## src/verilog/epic_pkg.sv

```systemverilog
// Constants for the external pin interrupt controller
package epic_pkg;
  // Register byte offsets on the AHB-Lite bus
  localparam logic [7:0] OFF_SENSE_CFG  = 8'h00;
  localparam logic [7:0] OFF_EXT_MASK   = 8'h04;
  localparam logic [7:0] OFF_EXT_FLAG   = 8'h08;
  localparam logic [7:0] OFF_GRP_ENABLE = 8'h0c;
  localparam logic [7:0] OFF_GRP_FLAG   = 8'h10;
  localparam logic [7:0] OFF_GRP_SEL0   = 8'h14;
  localparam logic [7:0] OFF_GRP_SEL1   = 8'h18;
  localparam logic [7:0] OFF_GRP_SEL2   = 8'h1c;
  localparam logic [7:0] OFF_GRP_SEL3   = 8'h20;
  localparam logic [7:0] OFF_IRQ_STATUS = 8'h24;
  // Sense field positions inside the sense configuration register
  localparam int SENSE0_LSB = 0;
  localparam int SENSE1_LSB = 2;
  localparam int SENSE_W    = 4;
  // Sense encodings, shared by both dedicated pins
  localparam logic [1:0] SENSE_LOW  = 2'h0;
  localparam logic [1:0] SENSE_ANY  = 2'h1;
  localparam logic [1:0] SENSE_FALL = 2'h2;
  localparam logic [1:0] SENSE_RISE = 2'h3;
  // Reset values
  localparam logic [3:0] SENSE_RST  = 4'h0;
  localparam logic [1:0] EXT_MASK_RST = 2'h0;
  localparam logic [3:0] GRP_EN_RST = 4'h0;
  localparam logic [27:0] GRP_SEL_RST = 28'h0000000;
  // Vector program addresses
  localparam logic [4:0] VEC_EXT0   = 5'h01;
  localparam logic [4:0] VEC_EXT1   = 5'h02;
  localparam logic [4:0] VEC_GRP0   = 5'h03;
  localparam logic [4:0] VEC_GRP3   = 5'h06;
  localparam logic [4:0] VEC_PERIPH = 5'h07;
  localparam logic [4:0] VEC_LAST   = 5'h13;
  // Source counts
  localparam int N_PERIPH = 13;
  localparam int N_SRC    = 19;
  localparam int N_WATCH  = 28;
  // Status register field positions
  localparam int STAT_REQ_BIT = 8;
endpackage

```

## src/verilog/epic_top.sv

```systemverilog
// External pin interrupt controller with vector selection and AHB-Lite regs
//
// Function
// RULE_01: Pin requests 0,1 use vectors 0x001, 0x002
// RULE_02: Toggle groups 0..3 use vectors 0x003..0x006
// RULE_03: Peripheral requests map to 0x007..0x013 in order
// RULE_04: Disabled sources never produce a vector
// RULE_05: Requests raised even when pins drive outputs
// RULE_06: Group n counts toggles on its selected inputs
// RULE_07: Per-group select registers pick contributing pins
// RULE_08: Pin changes detected without clock for wake
// RULE_09: Level sense requests while pin stays low
// RULE_10: Edge detection only with running clock
// RULE_11: Low level detected asynchronously for wake
// RULE_12: Driver holds level until start-up ends
// RULE_13: Level gone early: wake, but no request
// RULE_14: Sense register bits 7:4 read zero
// RULE_15: Pin 1 needs global and own enable
// RULE_16: Pin sampled first; pulses over one clock caught
// RULE_17: Driver holds low until instruction completes
// RULE_18: Pin 1 sense bits 3:2 select mode
// RULE_19: Pin 0 sense bits 1:0, same encoding
// RULE_20: Pending flag zero in level sense
// RULE_21: Edge flag cleared on entry or write-one
// RULE_22: Lowest vector number wins among pending
// RULE_23: Sense fields reset to zero, low level
//
// Design decisions made here: the placing of the registers and the AHB-Lite interface to the registers.
`timescale 1ns/1ps
`default_nettype none
module epic_top (
  input  wire logic        hclk,              // Bus and I/O clock, 250 MHz
  input  wire logic        hresetn,           // Async reset, active low
  input  wire logic        hsel,              // Slave select
  input  wire logic [31:0] haddr,             // Byte address
  input  wire logic [1:0]  htrans,            // Transfer type
  input  wire logic        hwrite,            // Write when high
  input  wire logic [2:0]  hsize,             // Transfer size
  input  wire logic [31:0] hwdata,            // Write data
  input  wire logic        hready,            // Bus ready in
  output logic             hreadyout,         // Always ready
  output logic             hresp,             // Always OKAY
  output logic      [31:0] hrdata,            // Read data
  input  wire logic [1:0]  ext_request_pin,   // Dedicated request pins
  input  wire logic [27:0] toggle_watch_inputs, // Pin-change inputs
  input  wire logic [12:0] periph_req,        // Enabled peripheral levels
  input  wire logic        global_irq_enable, // Global enable from core
  input  wire logic        vector_ack,        // Core fetched irq_vector
  output logic             irq_req,           // Request to core
  output logic      [4:0]  irq_vector,        // Vector program address
  output logic             wake_req           // Clockless wake request
);

  // Lowest set bit of the pending set, as an index
  function automatic logic [4:0] first_set(input logic [18:0] v);
    logic [4:0] idx;
    idx = 5'h00;
    for (int i = epic_pkg::N_SRC - 1; i >= 0; i--) begin
      if (v[i]) begin
        idx = 5'(i);
      end
    end
    return idx;
  endfunction

  // Next flag value: hardware set wins over software or ack clear
  function automatic logic flag_next(input logic cur, input logic set,
                                     input logic clr);
    return set | (cur & ~clr);
  endfunction

  logic [3:0]  sense_q;
  logic [1:0]  ext_mask_q;
  logic [1:0]  ext_flag_q;
  logic [3:0]  grp_en_q;
  logic [3:0]  grp_flag_q;
  logic [27:0] grp_sel_q;
  logic [1:0]  ext_s1_q, ext_s2_q, ext_prev_q;
  logic [27:0] tog_s1_q, tog_s2_q, tog_prev_q;
  logic        wr_pend_q;
  logic [7:0]  wr_addr_q;
  logic [31:0] rdata_q;
  logic        irq_req_q;
  logic [4:0]  irq_vec_q;

  logic [1:0]  sense0, sense1;
  logic [1:0]  ext_level, ext_set, ext_clr, ext_req;
  logic [3:0]  grp_set, grp_clr;
  logic [27:0] tog_change, grp_sel_en;
  logic [18:0] pending;
  logic        addr_ok, wr_now;
  logic [4:0]  win_idx;

  assign sense0 = sense_q[epic_pkg::SENSE0_LSB +: 2];
  assign sense1 = sense_q[epic_pkg::SENSE1_LSB +: 2];

  // Two-flop synchronisers, then a previous-sample stage for edges
  // RULE_16 pins sampled before edges
  always_ff @(posedge hclk or negedge hresetn) begin
    if (!hresetn) begin
      ext_s1_q   <= 2'h3;
      ext_s2_q   <= 2'h3;
      ext_prev_q <= 2'h3;
      tog_s1_q   <= 28'h0000000;
      tog_s2_q   <= 28'h0000000;
      tog_prev_q <= 28'h0000000;
    end else begin
      ext_s1_q   <= ext_request_pin;
      ext_s2_q   <= ext_s1_q;
      ext_prev_q <= ext_s2_q;
      tog_s1_q   <= toggle_watch_inputs;
      tog_s2_q   <= tog_s1_q;
      tog_prev_q <= tog_s2_q;
    end
  end

  // Edge set terms per sense mode; level mode sets nothing
  // RULE_18 pin 1 sense decode
  // RULE_19 pin 0 sense decode
  // RULE_10 edges need the clock
  always_comb begin
    for (int k = 0; k < 2; k++) begin
      case (k == 0 ? sense0 : sense1)
        epic_pkg::SENSE_ANY:  ext_set[k] = ext_s2_q[k] ^ ext_prev_q[k];
        epic_pkg::SENSE_FALL: ext_set[k] = ~ext_s2_q[k] & ext_prev_q[k];
        epic_pkg::SENSE_RISE: ext_set[k] = ext_s2_q[k] & ~ext_prev_q[k];
        default:              ext_set[k] = 1'b0;
      endcase
    end
  end

  // RULE_09 level request while low
  // RULE_13 early release gives no request
  assign ext_level[0] = (sense0 == epic_pkg::SENSE_LOW);
  assign ext_level[1] = (sense1 == epic_pkg::SENSE_LOW);

  // Per-pin group enable, expanded from the four group enables
  assign grp_sel_en = grp_sel_q & {{4{grp_en_q[3]}}, {8{grp_en_q[2]}},
                                   {8{grp_en_q[1]}}, {8{grp_en_q[0]}}};

  // RULE_07 select masks gate toggles
  assign tog_change = (tog_s2_q ^ tog_prev_q) & grp_sel_q;

  // RULE_06 group slices 27:24..7:0
  assign grp_set[0] = |tog_change[7:0];
  assign grp_set[1] = |tog_change[15:8];
  assign grp_set[2] = |tog_change[23:16];
  assign grp_set[3] = |tog_change[27:24];

  // Bus address phase capture
  assign addr_ok = hsel & htrans[1] & hready;
  assign wr_now  = wr_pend_q;

  // Clears from write-one and from vector acknowledge
  // RULE_21 clear on entry or write-one
  always_comb begin
    ext_clr = 2'h0;
    grp_clr = 4'h0;
    if (wr_now && wr_addr_q == epic_pkg::OFF_EXT_FLAG) begin
      ext_clr = hwdata[1:0];
    end
    if (wr_now && wr_addr_q == epic_pkg::OFF_GRP_FLAG) begin
      grp_clr = hwdata[3:0];
    end
    if (vector_ack && irq_req_q) begin
      if (irq_vec_q == epic_pkg::VEC_EXT0) begin
        ext_clr[0] = 1'b1;
      end
      if (irq_vec_q == epic_pkg::VEC_EXT1) begin
        ext_clr[1] = 1'b1;
      end
      if (irq_vec_q >= epic_pkg::VEC_GRP0 &&
          irq_vec_q <= epic_pkg::VEC_GRP3) begin
        grp_clr[2'(irq_vec_q - epic_pkg::VEC_GRP0)] = 1'b1;
      end
    end
  end

  // Pending flags for edge-sensed pins and toggle groups
  // RULE_20 level mode holds flag zero
  always_ff @(posedge hclk or negedge hresetn) begin
    if (!hresetn) begin
      ext_flag_q <= 2'h0;
      grp_flag_q <= 4'h0;
    end else begin
      for (int k = 0; k < 2; k++) begin
        ext_flag_q[k] <= ext_level[k] ? 1'b0 :
                         flag_next(ext_flag_q[k], ext_set[k], ext_clr[k]);
      end
      for (int g = 0; g < 4; g++) begin
        grp_flag_q[g] <= flag_next(grp_flag_q[g], grp_set[g], grp_clr[g]);
      end
    end
  end

  // Requests of the dedicated pins, gated by their mask bits
  // RULE_05 pin state counts, not direction
  assign ext_req = ext_mask_q & ((ext_level & ~ext_s2_q) |
                                 (~ext_level & ext_flag_q));

  // Pending set in vector order; index i is program address i+1
  // RULE_01 pins at 0x001, 0x002
  // RULE_02 groups at 0x003..0x006
  // RULE_03 peripherals at 0x007..0x013
  // RULE_04 only enabled sources pend
  assign pending = {periph_req, grp_flag_q & grp_en_q, ext_req};

  // RULE_22 lowest vector first
  assign win_idx = first_set(pending);

  // Request to the core, gated by the global enable; the vector is not gated
  // RULE_15 global and own enable
  always_ff @(posedge hclk or negedge hresetn) begin
    if (!hresetn) begin
      irq_req_q <= 1'b0;
      irq_vec_q <= 5'h00;
    end else begin
      irq_req_q <= global_irq_enable & (|pending) &
                   ~(vector_ack & irq_req_q);
      irq_vec_q <= (|pending) ? 5'(win_idx + 5'h01) : 5'h00;
    end
  end

  // Clockless wake: raw low levels and raw changes against last sample
  // RULE_08 async pin change wake
  // RULE_11 async low level wake
  assign wake_req = |(ext_mask_q & ext_level & ~ext_request_pin) |
                    |((toggle_watch_inputs ^ tog_prev_q) & grp_sel_en);

  // Address phase is held for the single-cycle data phase
  always_ff @(posedge hclk or negedge hresetn) begin
    if (!hresetn) begin
      wr_pend_q <= 1'b0;
      wr_addr_q <= 8'h00;
    end else begin
      wr_pend_q <= addr_ok & hwrite;
      wr_addr_q <= addr_ok ? haddr[7:0] : wr_addr_q;
    end
  end

  // Register writes in the data phase
  // RULE_23 sense fields reset zero
  always_ff @(posedge hclk or negedge hresetn) begin
    if (!hresetn) begin
      sense_q    <= epic_pkg::SENSE_RST;
      ext_mask_q <= epic_pkg::EXT_MASK_RST;
      grp_en_q   <= epic_pkg::GRP_EN_RST;
      grp_sel_q  <= epic_pkg::GRP_SEL_RST;
    end else if (wr_now) begin
      case (wr_addr_q)
        epic_pkg::OFF_SENSE_CFG:  sense_q    <= hwdata[3:0];
        epic_pkg::OFF_EXT_MASK:   ext_mask_q <= hwdata[1:0];
        epic_pkg::OFF_GRP_ENABLE: grp_en_q   <= hwdata[3:0];
        epic_pkg::OFF_GRP_SEL0:   grp_sel_q[7:0]   <= hwdata[7:0];
        epic_pkg::OFF_GRP_SEL1:   grp_sel_q[15:8]  <= hwdata[7:0];
        epic_pkg::OFF_GRP_SEL2:   grp_sel_q[23:16] <= hwdata[7:0];
        epic_pkg::OFF_GRP_SEL3:   grp_sel_q[27:24] <= hwdata[3:0];
        default: ;
      endcase
    end
  end

  // Read data captured at the address phase; unmapped reads zero
  // RULE_14 upper sense bits read zero
  always_ff @(posedge hclk or negedge hresetn) begin
    if (!hresetn) begin
      rdata_q <= 32'h00000000;
    end else if (addr_ok && !hwrite) begin
      case (haddr[7:0])
        epic_pkg::OFF_SENSE_CFG:  rdata_q <= {28'h0000000, sense_q};
        epic_pkg::OFF_EXT_MASK:   rdata_q <= {30'h00000000, ext_mask_q};
        epic_pkg::OFF_EXT_FLAG:   rdata_q <= {30'h00000000, ext_flag_q};
        epic_pkg::OFF_GRP_ENABLE: rdata_q <= {28'h0000000, grp_en_q};
        epic_pkg::OFF_GRP_FLAG:   rdata_q <= {28'h0000000, grp_flag_q};
        epic_pkg::OFF_GRP_SEL0:   rdata_q <= {24'h000000, grp_sel_q[7:0]};
        epic_pkg::OFF_GRP_SEL1:   rdata_q <= {24'h000000, grp_sel_q[15:8]};
        epic_pkg::OFF_GRP_SEL2:   rdata_q <= {24'h000000, grp_sel_q[23:16]};
        epic_pkg::OFF_GRP_SEL3:   rdata_q <= {28'h0000000, grp_sel_q[27:24]};
        epic_pkg::OFF_IRQ_STATUS: rdata_q <= {23'h000000, irq_req_q,
                                              3'h0, irq_vec_q};
        default:                  rdata_q <= 32'h00000000;
      endcase
    end
  end

  // Bus answers: zero wait states, always OKAY
  assign hreadyout  = 1'b1;
  assign hresp      = 1'b0;
  assign hrdata     = rdata_q;
  assign irq_req    = irq_req_q;
  assign irq_vector = irq_vec_q;

  // Size is ignored: only whole-word transfers are expected
  logic unused_ok;
  assign unused_ok = &{1'b0, hsize, haddr[31:8], hwdata[31:8]};
endmodule
`default_nettype wire

```

## config.mk

```make
export PLATFORM = sky130hd
export DESIGN_NAME = epic_top
export DESIGN_NICKNAME = d
export VERILOG_FILES = /design/src/verilog/epic_pkg.sv /design/src/verilog/epic_top.sv
export SDC_FILE = /design/constraint.sdc
export NUM_CORES = 1
export LEC_CHECK = 0
export BUFFER_PORTS_ARGS = -buffer_cell sky130_fd_sc_hd__buf_2
export CORE_ASPECT_RATIO = 0.5
export CORE_UTILIZATION = 40
export DETAILED_ROUTE_END_ITERATION = 10
export SLEW_MARGIN = 10
export SYNTH_ARGS = -nofsm -noshare
export SYNTH_HDL_FRONTEND = slang
export SYNTH_SLANG_ARGS = --single-unit
```

## constraint.sdc

```tcl
create_clock -name hclk -period 2.3 [get_ports hclk]
set_input_delay 0.115 -clock hclk [delete_from_list [all_inputs] [get_ports hclk]]
set_output_delay 0.115 -clock hclk [all_outputs]
set_load 0.02 [all_outputs]
```

[After elaboration in Yosys (flattened, before gate mapping)]
Index checks and enable logic that the tools add are counted.
Storage, ports and cells
  register bits after elaboration: 181
  latch bits: 0
  memory bits (writable): 0
  bits in read-only memories: 0
  output and inout port bits: 41
  word-level logic and storage cells: 162
  memories: 0
Operators by class
  add/subtract/negate cells: 2
  multipliers: 0
  div/mod/pow operators: 0
  magnitude comparators: 4
  eq/ne operators: 25
  shifts and indexed selects: 0
  mux-type cells: 34
  bitwise gates (word level): 52
  reductions and logical operators: 25
Operator list (number)
  two-way mux 5 bit: 20
  one-hot mux 9 bit (10 select lines): 1
  AND 28 bit: 3
  equality test 8 x 5 -> 1 bit (second input constant): 8
  XOR 28 bit: 2
  equality test 8 x 4 -> 1 bit (second input constant): 4
  OR reduction 28 bit: 1
  equality test 8 x 6 -> 1 bit (second input constant): 3
  OR reduction 8 bit: 3
  OR reduction 19 bit: 1
  AND 1 bit: 16
  equality test 8 x 3 -> 1 bit (second input constant): 2
  zero test 8 bit: 2
  AND reduction 2 bit: 7
  two-way mux 4 bit: 3
  inverter 1 bit: 11
  AND 2 bit: 5
  equality test 2 bit (second input constant): 4
  bitwise OR 1 bit: 7
  logical AND 1 bit: 6
  inverter 2 bit: 3
  one-hot mux 1 bit (3 select lines): 2
  adder 5 x 1 -> 5 bit (second input constant): 1
  equality test 5 x 1 -> 1 bit (second input constant): 1
  18 further kinds: 26

[Longest topological paths before layout]
  depth after elaboration: 21
  gate-level depth with buffers: 8
  mapped depth without buffers: 8

[Least setup slack after synthesis]
OpenSTA, ideal clock, no wires.
  path type: register -> register
  start: register ext_s2_q[1]
  end: register irq_vec_q[2] (netlist: irq_vector[2])
  setup time: 125 ps
  arrival time: 1777 ps
  required time: 2175 ps
  path slack: 398 ps
  cell stages (with the launch flop): 9
  path buffers: 0
  period minus slack after synthesis: 1902 ps
  cells stage by stage: dfstp_2 or3b_1 o211ai_2 nand2_1 a41o_1 and2_1 ha_1 xnor2_1 nor2_1
On the way
  cells in the longest elaborated chain, start to end: 8
RTL lines
  from (decl): RTL line epic_top.sv:78  | logic [1:0] ext_s1_q, ext_s2_q, ext_prev_q;
  from (signal assigned): RTL line epic_top.sv:109  | ext_s2_q <= ext_s1_q;
  inverter 2 bit *: RTL line epic_top.sv:198  | assign ext_req = ext_mask_q & ((ext_level & ~ext_s2_q) |
  AND 2 bit *: RTL line epic_top.sv:198
  bitwise OR 2 bit *: RTL line epic_top.sv:198
  AND 2 bit *: RTL line epic_top.sv:198
  two-way mux 5 bit (2 in a row): RTL line epic_top.sv:59  | if (v[i]) begin
  adder 5 x 1 -> 5 bit: RTL line epic_top.sv:220  | irq_vec_q <= (|pending) ? 5'(win_idx + 5'h01) : 5'h00;
  two-way mux 5 bit *: RTL line epic_top.sv:220
  to (signal assigned): RTL line epic_top.sv:220
  to (decl): RTL line epic_top.sv:84  | logic [4:0] irq_vec_q;
Mark *: on every way between the ends. The rest lies on a longest branch, timed or not.
A chain may end at the register's enable or synchronous reset.

[Worst setup path after layout]
  start: register sense_q[1]
  end: output wake_req
On the way
  cells in the longest elaborated chain, start to end: 5
RTL lines
  from (decl): RTL line epic_top.sv:72  | logic [3:0] sense_q;
  from (signal assigned): RTL line epic_top.sv:245  | sense_q <= epic_pkg::SENSE_RST;
  from (signal assigned): RTL line epic_top.sv:251  | epic_pkg::OFF_SENSE_CFG: sense_q <= hwdata[3:0];
  zero test 2 bit: RTL line epic_top.sv:134  | assign ext_level[0] = (sense0 == epic_pkg::SENSE_LOW);
  AND 2 bit (2 in a row): RTL line epic_top.sv:227  | assign wake_req = |(ext_mask_q & ext_level & ~ext_request_pin) |
  OR reduction 2 bit: RTL line epic_top.sv:227
  bitwise OR 1 bit: RTL line epic_top.sv:228  | |((toggle_watch_inputs ^ tog_prev_q) & grp_sel_en);
  to (decl): RTL line epic_top.sv:51  | output logic wake_req
Every way passes these cells.

==> results.json <==
{
  "ir_drop_mv": 0.491,
  "synth_compound_area_share_pct": 9.44,
  "fin_crit_ns": 2.09,
  "crit_path_end_kind": "output pin",
  "yosys_warnings": 0,
  "start_kind": "flip-flop",
  "synth_area_per_cell_um2": 12.6,
  "wire_per_inst_um": 17.1,
  "die_w_um": 186,
  "status": "complete, no violations",
  "synth_xor_area_share_pct": 7.36,
  "post_dp_cell_area_um2": 7450,
  "r2r_setup_slack_ns": 0.24,
  "cp.depth": 4,
  "gp_congestion": 0.895,
  "htreeDepth": 4,
  "pre_cts_ws_ns": 0.254,
  "io_buffer_count": 82,
  "p_clk_share_pct": 41.6,
  "hold_viol": 0,
  "ctsLongestPathBuffers": 2,
  "ys.flop_type": "dfrtp_1",
  "cp_cell_sequence": "o41ai_1 -> a221oi_1 -> nand2_1 -> buf_2",
  "worstHoldStart": "haddr[1]",
  "regToRegEndpoint": "irq_req$_DFF_PN0_",
  "cp.required_ns": 2.18,
  "synth.area.mux_share_pct": 9.89,
  "crit_arrival_ns": 1.97,
  "switchingPower_mw": 1.83,
  "synthAdderAreaFrac_pct": 0.922,
  "maxSlewViolCount": 0,
  "cts.clk_slew.worst_paths_ns": 0.07,
  "grt_pass1_vias": 4539,
  "drive_above_1_share_pct": 28.7,
  "grt-busiest-layer": "met1",
  "worst_pin_slew_ns": 0.720,
  "synth-simple-area-share_pct": 10.1,
  "report.final.setup_viol": 0,
  "ys_seq_area_share_pct": 58.4,
  "grt_usage_pct": 19.3,
  "max_stage_delay_ns": 0.73,
  "drc": 0,
  "endpoint": "wake_req",
  "synth_area_um2": 6780,
  "fin_nets": 801,
  "die_y_um": 94.1,
  "dpl.hpwl_mm": 11.5,
  "power.leakage_nw": 3.77,
  "crit_slowest_cell": "o41ai_1",
  "path_max_fanout": 7,
  "switching_share_pct": 27.2,
  "grt_max_degree": 58,
  "p_seq_share_pct": 47.1,
  "synth-seq-cells": 158,
  "p_per_area_nw_per_um2": 801,
  "fin_skew_ns": 0.0110,
  "rsz0062_at_grt": "false",
  "maxCapViolCount": 0,
  "path_class": "reg2out",
  "worst_slack_ns": 0.214,
  "routed_wl_mm": 15.7,
  "r2r_start": "ext_s2_q[1]$_DFF_PN1_",
  "antenna_found_initial": 1,
  "cts_num_sinks": 158,
  "p_total_mw": 6.75,
  "stdcell_area_um2": 8430,
  "antenna_left": 0,
  "r2r_cells": 6,
  "cts_tree": "done",
  "crit_start": "sense_q[1]$_DFFE_PN0P_",
  "final.period_utilization_pct": 90.7,
  "combPwrFrac_pct": 11.3,
  "synth_top_family_by_area": "simple AND/OR/NAND/NOR gates",
  "clock.fmax_mhz": 479,
  "diodes": 0,
  "syn_inst": 537,
  "io_pins": 160,
  "dr.pass1.iters": 7,
  "tns_ns": 0,
  "die_area_um2": 17500,
  "met1_usage_pct": 29.3,
  "vias_per_cell": 5.01,
  "use_met3_pct": 4.46,
  "max_slew_margin_pct": 51.4,
  "internal_power_mw": 4.92,
  "critPathBufInv": 1,
  "overflow": 0,
  "clk-insertion-delay-late_ns": 0.43,
  "grt_pass1_wl_mm": 25.0,
  "min_path_type": "in2reg",
  "design.core.area_um2": 16500,
  "drtIter0Drc": 378,
  "cts_buffers": 17,
  "start_util_pct": 41.2,
  "rows": 33,
  "syn_to_final_growth_pct": 24.3,
  "final_cells": 917,
  "ys_async_sr_fraction_pct": 100,
  "ys_types": 59,
  "synth_edf_count": 0,
  "root_buffer": "clkbuf_16",
  "dp_cells": 846,
  "via_count": 4597,
  "critPathTopFamily": "compound AO/OA/AOI/OAI gates",
  "grtUsageMet2_pct": 27.0
}
[sequential cells by signal, indices dropped and copies added, names as in the netlist, 5 cells and up]
name and cells:
grp_sel_q 28, tog_s2_q 28, irq_vector 5, wr_addr_q 8, tog_prev_q 28, hrdata 9, tog_s1_q 28
[area by class of cell]
| type | count | area (um^2) |
|---|---|---|
| fill | 1465 | 8040 |
| clock inverter | 13 | 141 |
| clock buffer | 19 | 453 |
| multi-input combinational | 358 | 2650 |
| timing repair buffer | 133 | 910 |
| tap | 227 | 284 |
| sequential | 158 | 3960 |
| inverter | 9 | 33.8 |
[cell usage in the layout (no fill, tap or decap), drive strengths merged, types with 2 or more instances in the layout]
| cell type | count |
|---|---|
| o21a | 2 |
| o311ai | 4 |
| nand2b | 4 |
| clkinv | 3 |
| o22ai | 2 |
| buf | 94 |
| dfrtp | 152 |
| ha | 5 |
| dlygate4sd3 | 39 |
| nor2 | 19 |
| a221oi | 4 |
| nor2b | 6 |
| mux2 | 54 |
| a22oi | 32 |
| xor2 | 56 |
| nand2 | 38 |
| a22o | 3 |
| clkbuf | 19 |
| nor4b | 2 |
| nand4 | 12 |
| inv | 17 |
| a31oi | 4 |
| a211oi | 2 |
| mux2i | 4 |
| and2 | 3 |
| nor3 | 11 |
| a21oi | 8 |
| dfstp | 6 |
| nor4 | 8 |
| conb | 25 |
| nand3 | 9 |
| o21ai | 16 |
| o211ai | 3 |
| nand3b | 3 |
[synthesized netlist by cell type, drive strengths merged (2+ instances only)]
cell type / count / area [um^2]
buf: 28 / 200
dfstp: 6 / 158
mux2i: 4 / 40.0
a31oi: 4 / 25.0
o22ai: 2 / 12.5
a22oi: 32 / 240
o311ai: 4 / 35.0
nand3: 9 / 50.1
clkbuf: 7 / 26.3
nand2b: 4 / 25.0
nor4: 8 / 71.3
nand4: 12 / 75.1
inv: 9 / 33.8
a211oi: 2 / 15.0
o21ai: 16 / 80.1
xor2: 56 / 490
a22o: 3 / 26.3
ha: 5 / 62.6
dfrtp: 152 / 3800
a21oi: 8 / 40.0
nor3: 11 / 55.1
nor2: 19 / 71.3
mux2: 54 / 608
nand2: 38 / 145
nor2b: 6 / 37.5
o21a: 2 / 15.0
conb: 2 / 7.51
a221oi: 4 / 35.0
o211ai: 3 / 27.5
nor4b: 2 / 38.8
nand3b: 3 / 22.5
and2: 3 / 18.8
[per-stage QoR]
| step | hold WS [ns] | util [%] |
|---|---|---|
| final | 0.0185 | 51.2 |
| after global routing | 0.0196 | 51.2 |
| after CTS | 0.0131 | 51.2 |
| after detailed placement | 0.113 | 45.2 |
| after global placement | 0.112 | 45.2 |
| after floorplan | -0.181 | - |
[kinds of logic (layout without fill, tap and decap cells)]
| logic type | Yosys count | after routing |
|---|---|---|
| buffers and inverters | 44 | 174 |
| other | 2 | 25 |
| muxes | 59 | 59 |
| DFF | 158 | 158 |
| and+or+nand+nor | 122 | 122 |
| AOI/OAI and AO/OA | 90 | 90 |
| xor gates and xnor gates | 57 | 57 |
| adders and majority gates | 5 | 5 |
[power groups by stage]
stage / logic, mW / registers [mW] / clock network, mW
after floorplan: 0.456 / 3.17 / 0
after global placement: 0.706 / 3.22 / 0
after detailed placement: 0.713 / 3.22 / 0
after CTS: 0.769 / 3.18 / 2.86
after global routing: 0.849 / 3.20 / 3.00
final: 0.762 / 3.18 / 2.81
[metal layers]
metal | vias to the layer above | part of all wire (%)
li1 | 2169 | -
met1 | 2293 | 50
met2 | 121 | 42
met3 | 12 | 6.1
met4 | 2 | 0.80
met5 | - | 0.55
[what timing repair did]
action / 4_1_cts / 5_1_grt
setup buffers: 0 / 0
hold endpoints to repair: 93 / 0
gates resized for setup: 0 / 0
hold buffers: 39 / 0
[how the worst min path moves through the flow]
stage	to	slack, ns	depth (start not counted)
5_1_grt	wr_addr_q[1]$_DFFE_PN0P_	0.02	2
3_3_place_gp	ext_flag_q[1]$_DFF_PN0_	0.11	1
4_1_cts	wr_addr_q[1]$_DFFE_PN0P_	0.01	2
2_1_floorplan	ext_flag_q[0]$_DFF_PN0_	-0.18	0
6_report	wr_addr_q[1]$_DFFE_PN0P_	0.02	2
3_5_place_dp	irq_req$_DFF_PN0_	0.11	1
No activity file was read; power rests on OpenSTA's default activity.
